--- src/inc/addr_stack_defines.svh ---
`ifndef ADDR_STACK_DEFINES_SVH
`define ADDR_STACK_DEFINES_SVH
`define STACK_DEPTH 4
`define OFS_CTRL_A 8'h0A
`define OFS_PREV_ADDR_TWO 8'h4E
`define OFS_HIST_SECOND_WORD 8'h4F
`define BANK_SELECT_POS 4
`define STACK_RESET_VALUE 8'h00
`endif

--- src/inc/addr_stack_pkg.sv ---
package addr_stack_pkg;
  typedef logic [7:0] addr_byte_t;
  typedef struct packed {
    logic ale;
    logic cs_n;
    logic rd_n;
    logic wr_n;
  } bus_strobes_t;
  typedef enum logic [1:0] {
    PH_IDLE,
    PH_READ,
    PH_WRITE
  } bus_phase_t;
endpackage : addr_stack_pkg

--- src/verilog/sync_stage.sv ---
`timescale 1ns/1ps
// Two-flop synchroniser; first stage feeds only the second
// Reset value should match the idle pin levels, so no false edge follows
module sync_stage #(
  parameter int WIDTH = 1,
  parameter logic [WIDTH-1:0] RESET_VAL = '0
) (
  input wire logic clk_i,
  input wire logic resetn_i,
  input wire logic [WIDTH-1:0] async_i,
  output logic [WIDTH-1:0] sync_o
);
  logic [WIDTH-1:0] meta_q;
  logic [WIDTH-1:0] meta_d;
  logic [WIDTH-1:0] sync_q;
  logic [WIDTH-1:0] sync_d;

  always_comb begin
    meta_d = async_i;
    sync_d = meta_q;
  end

  always_ff @(posedge clk_i or negedge resetn_i) begin
    if (!resetn_i) begin
      meta_q <= RESET_VAL;
      sync_q <= RESET_VAL;
    end else begin
      meta_q <= meta_d;
      sync_q <= sync_d;
    end
  end

  assign sync_o = sync_q;
endmodule : sync_stage

--- src/verilog/addr_history_stack.sv ---
`timescale 1ns/1ps
`include "addr_stack_defines.svh"

// Functional notes
// - Capture muxed address on latch strobe fall
// - Each capture pushes stack, older entries shift
// - Four entries; oldest dropped on push
// - Stack readable at extended offsets 4Eh, 4Fh
// - 4Eh returns address two pushes earlier
// - Capturing 4Eh shifts 0Ah to previous slot
// - Stack reachable only with bank select set
module addr_history_stack
  import addr_stack_pkg::*;
#(
  parameter int DEPTH = `STACK_DEPTH
) (
  input wire logic clk_i,
  input wire logic resetn_i,
  input wire logic ale_i,
  input wire logic cs_n_i,
  input wire logic rd_n_i,
  input wire logic wr_n_i,
  input wire logic [7:0] ad_i,
  output logic [7:0] ad_o,
  output logic ad_oe_n_o,
  output logic bank_select_bit_o
);
  // The read mux picks fixed slots, so only the documented depth works
  if (DEPTH != `STACK_DEPTH) begin : g_bad_depth
    $error("Stack depth must be four");
  end

  // Strobes and lines come from pins, so they are synchronised first
  bus_strobes_t strb_raw;
  bus_strobes_t strb_s;
  addr_byte_t ad_s;
  assign strb_raw = '{ale: ale_i, cs_n: cs_n_i, rd_n: rd_n_i, wr_n: wr_n_i};

  // Synchroniser resets to the idle levels (strobes high, latch low) so
  // the edge detectors see no false edge when reset lets go
  sync_stage #(
    .WIDTH(12),
    .RESET_VAL(12'h700)
  ) u_sync (
    .clk_i(clk_i),
    .resetn_i(resetn_i),
    .async_i({strb_raw, ad_i}),
    .sync_o({strb_s, ad_s})
  );

  logic ale_prev_q, ale_prev_d;
  logic rd_prev_q, rd_prev_d;
  logic wr_prev_q, wr_prev_d;
  addr_byte_t stack_q [DEPTH];
  addr_byte_t stack_d [DEPTH];
  logic bank_q, bank_d;
  addr_byte_t ad_out_q, ad_out_d;
  logic oe_n_q, oe_n_d;
  bus_phase_t phase_q, phase_d;
  logic ale_fall, rd_fall, wr_rise, wr_ok, stk_hit;

  // Address stays on the lines a full sync delay past the strobe,
  // so the synchronised copy still holds it at the detected edge.
  // Limitation: a strobe level held under one clock can be missed
  // entirely; the host keeps each level four clocks or more
  assign ale_fall = ale_prev_q && !strb_s.ale;
  assign rd_fall = rd_prev_q && !strb_s.rd_n && !strb_s.cs_n;
  assign wr_rise = !wr_prev_q && strb_s.wr_n;
  assign wr_ok = !strb_s.cs_n && (phase_q == PH_WRITE);
  // Only the two stack slots are served here; the rest of the bank is
  // decoded elsewhere, so any other address leaves the lines released
  assign stk_hit = bank_q && (stack_q[0] == `OFS_PREV_ADDR_TWO ||
                              stack_q[0] == `OFS_HIST_SECOND_WORD);

  always_comb begin
    ale_prev_d = strb_s.ale;
    rd_prev_d = strb_s.rd_n;
    wr_prev_d = strb_s.wr_n;
    stack_d = stack_q;
    bank_d = bank_q;
    ad_out_d = ad_out_q;
    oe_n_d = oe_n_q;
    phase_d = phase_q;
    if (ale_fall) begin
      stack_d[0] = ad_s;
      for (int i = 1; i < DEPTH; i++) begin
        stack_d[i] = stack_q[i-1];
      end
      phase_d = PH_IDLE;
    end
    // Write phase must be seen first, so a stray write strobe rise is
    // never taken as a write
    if (!strb_s.wr_n && !strb_s.cs_n) begin
      phase_d = PH_WRITE;
    end
    if (wr_rise && wr_ok) begin
      // Only the bank bit of control A is kept here; stack slots ignore
      // writes entirely
      if (stack_q[0] == `OFS_CTRL_A) begin
        bank_d = ad_s[`BANK_SELECT_POS];
      end
      phase_d = PH_IDLE;
    end
    if (rd_fall) begin
      phase_d = PH_READ;
      if (stk_hit) begin
        oe_n_d = 1'b0;
        // 4Eh shows the slot two pushes back, 4Fh the next older one
        ad_out_d = (stack_q[0] == `OFS_PREV_ADDR_TWO) ?
                   stack_q[2] : stack_q[3];
      end
    end
    if (strb_s.rd_n || strb_s.cs_n) begin
      oe_n_d = 1'b1;
    end
  end

  always_ff @(posedge clk_i or negedge resetn_i) begin
    if (!resetn_i) begin
      ale_prev_q <= 1'b0;
      rd_prev_q <= 1'b1;
      wr_prev_q <= 1'b1;
      for (int i = 0; i < DEPTH; i++) begin
        stack_q[i] <= `STACK_RESET_VALUE;
      end
      bank_q <= 1'b0;
      ad_out_q <= 8'h00;
      oe_n_q <= 1'b1;
      phase_q <= PH_IDLE;
    end else begin
      ale_prev_q <= ale_prev_d;
      rd_prev_q <= rd_prev_d;
      wr_prev_q <= wr_prev_d;
      stack_q <= stack_d;
      bank_q <= bank_d;
      ad_out_q <= ad_out_d;
      oe_n_q <= oe_n_d;
      phase_q <= phase_d;
    end
  end

  assign ad_o = ad_out_q;
  assign ad_oe_n_o = oe_n_q;
  assign bank_select_bit_o = bank_q;

  chk_push_captures: assert property (
    @(posedge clk_i) disable iff (!resetn_i)
    ale_fall |=> stack_q[0] == $past(ad_s))
    else $error("Captured address not at stack top");
  chk_push_shift: assert property (
    @(posedge clk_i) disable iff (!resetn_i)
    ale_fall |=> stack_q[1] == $past(stack_q[0]))
    else $error("Stack did not shift on push");
  chk_oldest_drop: assert property (
    @(posedge clk_i) disable iff (!resetn_i)
    ale_fall |=> stack_q[3] == $past(stack_q[2]))
    else $error("Deepest entry not replaced");
  chk_stack_read: assert property (
    @(posedge clk_i) disable iff (!resetn_i)
    rd_fall && stk_hit && stack_q[0] == 8'h4E |=>
    !ad_oe_n_o && ad_o == $past(stack_q[2]))
    else $error("4Eh read did not return two-back address");
  chk_bank_gate: assert property (
    @(posedge clk_i) disable iff (!resetn_i)
    rd_fall && !bank_q |=> ad_oe_n_o)
    else $error("Stack driven with bank deselected");
  chk_write_ignored: assert property (
    @(posedge clk_i) disable iff (!resetn_i)
    !ale_fall |=> stack_q[2] == $past(stack_q[2]))
    else $error("Stack changed without push");
  chk_bank_write: assert property (
    @(posedge clk_i) disable iff (!resetn_i)
    wr_rise && wr_ok && stack_q[0] == 8'h0A |=> bank_q == $past(ad_s[4]))
    else $error("Bank select not updated");
  chk_fourth_read: assert property (
    @(posedge clk_i) disable iff (!resetn_i)
    rd_fall && stk_hit && stack_q[0] == 8'h4F |=> ad_o == $past(stack_q[3]))
    else $error("4Fh read wrong");
  chk_recover_order: assert property (
    @(posedge clk_i) disable iff (!resetn_i)
    ale_fall && ad_s == 8'h4E && stack_q[0] == 8'h0A |=>
    stack_q[1] == 8'h0A)
    else $error("0Ah not in previous slot");
  cov_push: cover property (@(posedge clk_i) disable iff (!resetn_i)
    ale_fall);
  cov_bank_on: cover property (@(posedge clk_i) disable iff (!resetn_i)
    $rose(bank_q));
  chk_shift_middle: assert property (
    @(posedge clk_i) disable iff (!resetn_i)
    ale_fall |=> stack_q[2] == $past(stack_q[1]))
    else $error("Middle entry did not shift on push");
  chk_write_no_push: assert property (
    @(posedge clk_i) disable iff (!resetn_i)
    wr_rise && wr_ok && !ale_fall |=>
    stack_q[0] == $past(stack_q[0]) && stack_q[1] == $past(stack_q[1]))
    else $error("Write altered the address stack");
  chk_oe_release: assert property (
    @(posedge clk_i) disable iff (!resetn_i)
    strb_s.rd_n || strb_s.cs_n |=> ad_oe_n_o)
    else $error("Lines still driven after read ended");
  chk_bank_steady: assert property (
    @(posedge clk_i) disable iff (!resetn_i)
    !(wr_rise && wr_ok) |=> bank_q == $past(bank_q))
    else $error("Bank select moved without a write");
  chk_other_addr: assert property (
    @(posedge clk_i) disable iff (!resetn_i)
    rd_fall && stack_q[0] != 8'h4E && stack_q[0] != 8'h4F |=> ad_oe_n_o)
    else $error("Lines driven for a non-stack register");
  chk_drive_needs_bank: assert property (
    @(posedge clk_i) disable iff (!resetn_i)
    $fell(ad_oe_n_o) |-> $past(bank_q))
    else $error("Lines driven while bank deselected");

  // Scenarios the bench is expected to reach
  cov_stack_read: cover property (@(posedge clk_i) disable iff (!resetn_i)
    rd_fall && stk_hit);
  cov_stack_write: cover property (@(posedge clk_i) disable iff (!resetn_i)
    wr_rise && wr_ok && stk_hit);
  cov_fourth_read: cover property (@(posedge clk_i) disable iff (!resetn_i)
    rd_fall && stk_hit && stack_q[0] == `OFS_HIST_SECOND_WORD);
endmodule : addr_history_stack

--- config.mk ---
export PLATFORM = sky130hd
export DESIGN_NAME = addr_history_stack
export DESIGN_NICKNAME = d
export VERILOG_FILES = /design/src/inc/addr_stack_pkg.sv /design/src/verilog/sync_stage.sv /design/src/verilog/addr_history_stack.sv
export VERILOG_INCLUDE_DIRS = /design/src /design/src/inc
export SDC_FILE = /design/constraint.sdc
export NUM_CORES = 1
export LEC_CHECK = 0
export ABC_AREA = 1
export BUFFER_PORTS_ARGS = -buffer_cell sky130_fd_sc_hd__buf_2
export CAP_MARGIN = 15
export CORE_MARGIN = 1
export CORE_UTILIZATION = 40
export DETAILED_ROUTE_END_ITERATION = 10
export PLACE_DENSITY = 0.66
export SYNTH_ARGS = -nofsm -noshare
export SYNTH_HDL_FRONTEND = slang
export SYNTH_SLANG_ARGS = --single-unit
--- constraint.sdc ---
create_clock -name clk_i -period 1.5 [get_ports clk_i]
set_input_delay 0.075 -clock clk_i [delete_from_list [all_inputs] [get_ports clk_i]]
set_output_delay 0.075 -clock clk_i [all_outputs]
set_load 0.02 [all_outputs]
Word level (Yosys, flattened, before mapping)
Cells that the tools add are included.
{"block": "op_classes", "n_addsub": 0, "n_mul": 0, "div": 0, "order_cmp": 0, "n_eq_ne": 4, "n_shift": 0, "mux": 8, "bitwise_logic": 0, "n_reduce_logical": 21}
{"op": "equality test 8 x 7 -> 1 bit (second input constant)", "n": 2}
{"op": "equality test 8 x 4 -> 1 bit (second input constant)", "n": 1}
{"op": "logical AND 1 bit", "n": 8}
{"op": "2-to-1 mux 2 bit", "n": 4}
{"op": "2-to-1 mux 8 bit", "n": 1}
{"op": "AND reduction 2 bit", "n": 3}
{"op": "logical NOT 1 bit", "n": 5}
{"op": "nonzero test 2 bit", "n": 2}
{"op": "nonzero test 4 bit", "n": 1}
{"op": "2-to-1 mux 1 bit", "n": 3}
{"op": "equality test 2 bit (second input constant)", "n": 1}
{"op": "logical OR 1 bit", "n": 2}
{"block": "totals", "reg_bits": 71, "latchBits": 0, "ram_bits": 0, "rom_bits": 0, "inputBits": 14, "mem_count": 0}

Longest topological paths before layout
{"block": "logic_depth", "word_depth": 6, "depth_mapped": 7}

Hierarchy
Synthesis repeated with hierarchy kept, for this count alone.
{"block": "hier_totals", "cells_unflattened": 248, "area_unflattened_um2": 2618.8}
{"mod": "addr_history_stack", "instances": 1, "cells_per_inst": 224, "area_each_um2": 2010.7, "seq_area_each_um2": 1179.9}
{"mod": "sync_stage", "instances": 1, "cells_per_inst": 24, "area_each_um2": 608.1, "seq_area_each_um2": 608.1}

Worst setup path before layout
No wires, ideal clock.
{"block": "synth_path", "path_kind": "register to register", "start": "register rd_prev_q", "end": "register ad_out_q[0] (netlist: ad_o[0])", "setup_time_ns": 0.117, "t_arrival_ns": 1.028, "t_required_ns": 1.383, "path_slack_ns": 0.355, "stages_incl_launch_ff": 5, "path_buffers": 0, "synth_period_minus_slack_ns": 1.145, "path_cell_list": "dfstp_2 nor3b_2 nand3_2 nand2_1 nand2_1"}
{"block": "synth_via", "elab_chain_cells": 3}
{"item": "from (decl)", "line_no": "addr_history_stack.sv:52", "text": "logic rd_prev_q, rd_prev_d;"}
{"item": "from (signal assigned)", "line_no": "addr_history_stack.sv:132", "text": "rd_prev_q <= rd_prev_d;"}
{"item": "logical AND 1 bit (2 in a row)", "line_no": "addr_history_stack.sv:67", "text": "assign rd_fall = rd_prev_q && !strb_s.rd_n && !strb_s.cs_n;"}
{"item": "AND reduction 2 bit (no line)"}
{"item": "to (signal assigned)", "line_no": "addr_history_stack.sv:136", "text": "ad_out_q <= ad_out_d;"}
{"item": "to (decl)", "line_no": "addr_history_stack.sv:57", "text": "addr_byte_t ad_out_q, ad_out_d;"}
Every way passes these cells.
A chain may end at the register's enable or synchronous reset.

Worst setup path in the final report
{"block": "layout_path", "start": "register rd_prev_q", "end": "register ad_out_q[3] (netlist: ad_o[3])"}
The elaborated chain is that of the path after synthesis.

==> results.toml <==
[timing]
worst_slack_ns = 0.204
max_freq_mhz = 771
rsz0062_at_grt = "no"
hold_viol = 0
worst_pin_slew_ns = 0.528
slew_headroom_pct = 64.8
slew_viol_final = 0
skew_ns = 0.00764
post-route-period-util_pct = 86.4
final.min_clock_period_ns = 1.30
tns_ns = 0
final-setup-viol-count = 0

[clock_tree]
clkTransAtPathRegs_ns = 0.07
worstSkewPairLatency_ns = 0.34
cts_root_buf = "clkbuf_8"
clock-sinks = 71
postCtsSetupBuffers = 0
tritoncts = "built"
cts_made_buffers = 9
cts-htree-levels = 3
cts.path.max_buffers = 2

[place]
pre_cts_slack_ns = 0.176
placed_area_mm2 = 0.00288
dpl.hpwl_um = 2790
port_buffers = 23
place_congestion = 0.733

[pwr]
finalPower_w = 0.00425
p_leak_nw = 1.64
max-vdd-ir-drop_v = 0.000801
p_clk_share_pct = 38.8
intPower_w = 0.00324
seq_power_share_pct = 51.6
pwr-share-comb_pct = 9.5
powerDensity_mw_per_mm2 = 1320
switching_share_pct = 23.8
p_sw_w = 0.00101

[synth]
yosysTopAreaCell = "dfrtp_1"
synth_area_leaders = "dfrtp_1, nand2_1, dfstp_2"
synth-xor-area-share_pct = 0
synth_area_mm2 = 0.00263
syn_area_per_cell_um2 = 10.5
synthSimpleGateAreaFrac_pct = 20.1
synth_mux_area_share_pct = 0
yosys.area.top_type_share_pct = 59.1
synth_top_family_by_area = "simple AND/OR/NAND/NOR gates"
synthAdderAreaFrac_pct = 0
ys_ff_latch = 71
synth-seq-area-share_pct = 68.1
yosysWarnings = 0
synth_cell_types = 23
synth-compound-area-share_pct = 6.43
synthCells = 250
syn-num-nets = 264

[floorplanning]
die-height_um = 83.0
io_pins = 24
fp-row-count = 29
core_mm2 = 0.00635
start_util_pct = 41.4
die_w_um = 83.0
dieArea_mm2 = 0.00689

[global_route]
antenna_found_initial = 0
grt_max_degree = 35
grt_pass1_wl_um = 7650
grt-ovfl-total = 0
first_global_vias = 1753
groute.usage.overall_pct = 14.5

[drt]
firstDrtPassIters = 4
routed_wl_um = 4270
drt_iter0_markers = 63
vias = 1723
avgViaCountPerCell = 4.56
drc_errors = 0
wl_per_cell_um = 11.3
antenna_left = 0

[outcome]
status = "completed"

[finish]
final_cell_mix = "nand2_1, dfrtp_1, inv_1, buf_2, o21ai_1"
drive_gt1_share_pct = 23.9
final_area_mm2 = 0.00323
syn_to_final_growth_pct = 23.0
diodes = 0
final_common_cell = "nand2_1"
nets = 310

[critical_path]
slowest_stage = "dfstp_2"
cp-start-kind = "register"
crit_top_cell = "nand2_1"
rrSetupSlack_ns = 0.20
worstSetupPathType = "reg -> reg"
cp-end-kind = "register"
slowest_delay_ns = 0.53
crit_chain = "nor3b_2 > nand3_2 > nand2_1 > nand2_1"
cp_data_required_time_ns = 1.73
critPathMaxFanout = 9
cp.arrival_ns = 1.52

[min_path]
min_path_type = "in -> async"

[job]
max_cap_violations = 0
[cells by family (layout without fill, tap and decap cells)]
logic type / after synthesis / after routing
simple gates: 111 / 111
compound gates: 33 / 33
flops: 71 / 71
buf+inv: 35 / 86
[critical path: cells and delay by family, from the launching register on]
family	cells	cell delay [ns]
DFF	1	0.53
and+or+nand+nor	4	0.65
[cells in the mapped netlist]
cell type	instances
a21oi_1	1
a31o_2	1
buf_2	3
buf_4	2
clkbuf_1	1
dfrtp_1	62
dfstp_2	9
inv_1	24
inv_2	5
nand2_1	78
nand2_2	3
nand2_4	2
nand3_1	10
nand3_2	2
nand4_1	1
nor2_1	8
nor2_2	1
nor2_4	2
nor2_8	2
nor3_1	1
nor3b_2	1
o21ai_0	13
o21ai_1	18
[cell type report]
| class | count | area [µm²] |
|---|---|---|
| multi-input combinational | 144 | 696 |
| sequential | 71 | 1790 |
| clock buffer | 10 | 138 |
| tap | 77 | 96.3 |
| inverter | 29 | 109 |
| clock inverter | 6 | 83.8 |
| timing repair buffer | 41 | 320 |
| fill | 569 | 3120 |
[worst paths after layout]
kind                                     to              from  depth (start not counted)
min                              stack_q[4]          resetn_i                          2
min reg2reg                u_sync.sync_o[4]  u_sync.meta_q[4]                          0
max reg2reg                         ad_o[3]         rd_prev_q                          4
min in group clk_i         u_sync.sync_o[4]  u_sync.meta_q[4]                          0
max in group asynchronous  u_sync.meta_q[8]          resetn_i                          3
max                                 ad_o[3]         rd_prev_q                          4
[flip-flops by register name (all words and copies together), names as in the netlist]
register and flops:
stack_q 32, u_sync.sync_o 12, bank_select_bit_o 1, wr_prev_q 1, ale_prev_q 1, ad_o 8
u_sync.meta_q 12, phase_q 2, rd_prev_q 1, ad_oe_n_o 1
[per-layer routing]
metal  vias to the layer above  track usage [%]  share of wire [%]
met1                       811             16.8                 45
li1                        870                -                  -
met4                         0             7.05                1.6
met5                         -                0                  0
met3                         7             5.37                4.1
met2                        35             23.7                 49
[repair_timing]
item	in CTS	in global routing
hold buffers	13	0
gates resized for setup	0	0
hold endpoints to repair	23	0
[stage by stage]
step	std cells	hold WS [ns]	util (%)
floorplan	250	-0.221	-
detailed placement	349	0.0763	45.3
global placement	349	0.0725	45.3
finish	378	0.248	50.9
CTS	378	0.234	50.9
global route	378	0.271	50.9
[power groups by stage]
| stage | Clock (W) | Sequential [W] | Combinational, W |
|---|---|---|---|
| after global placement | 0 | 0.00222 | 0.000373 |
| final | 0.00165 | 0.00220 | 0.000405 |
| after global routing | 0.00177 | 0.00222 | 0.000472 |
| after detailed placement | 0 | 0.00223 | 0.000383 |
| after floorplan | 0 | 0.00221 | 0.000261 |
| after CTS | 0.00170 | 0.00220 | 0.000412 |
Power figures use the tool's default switching activity.
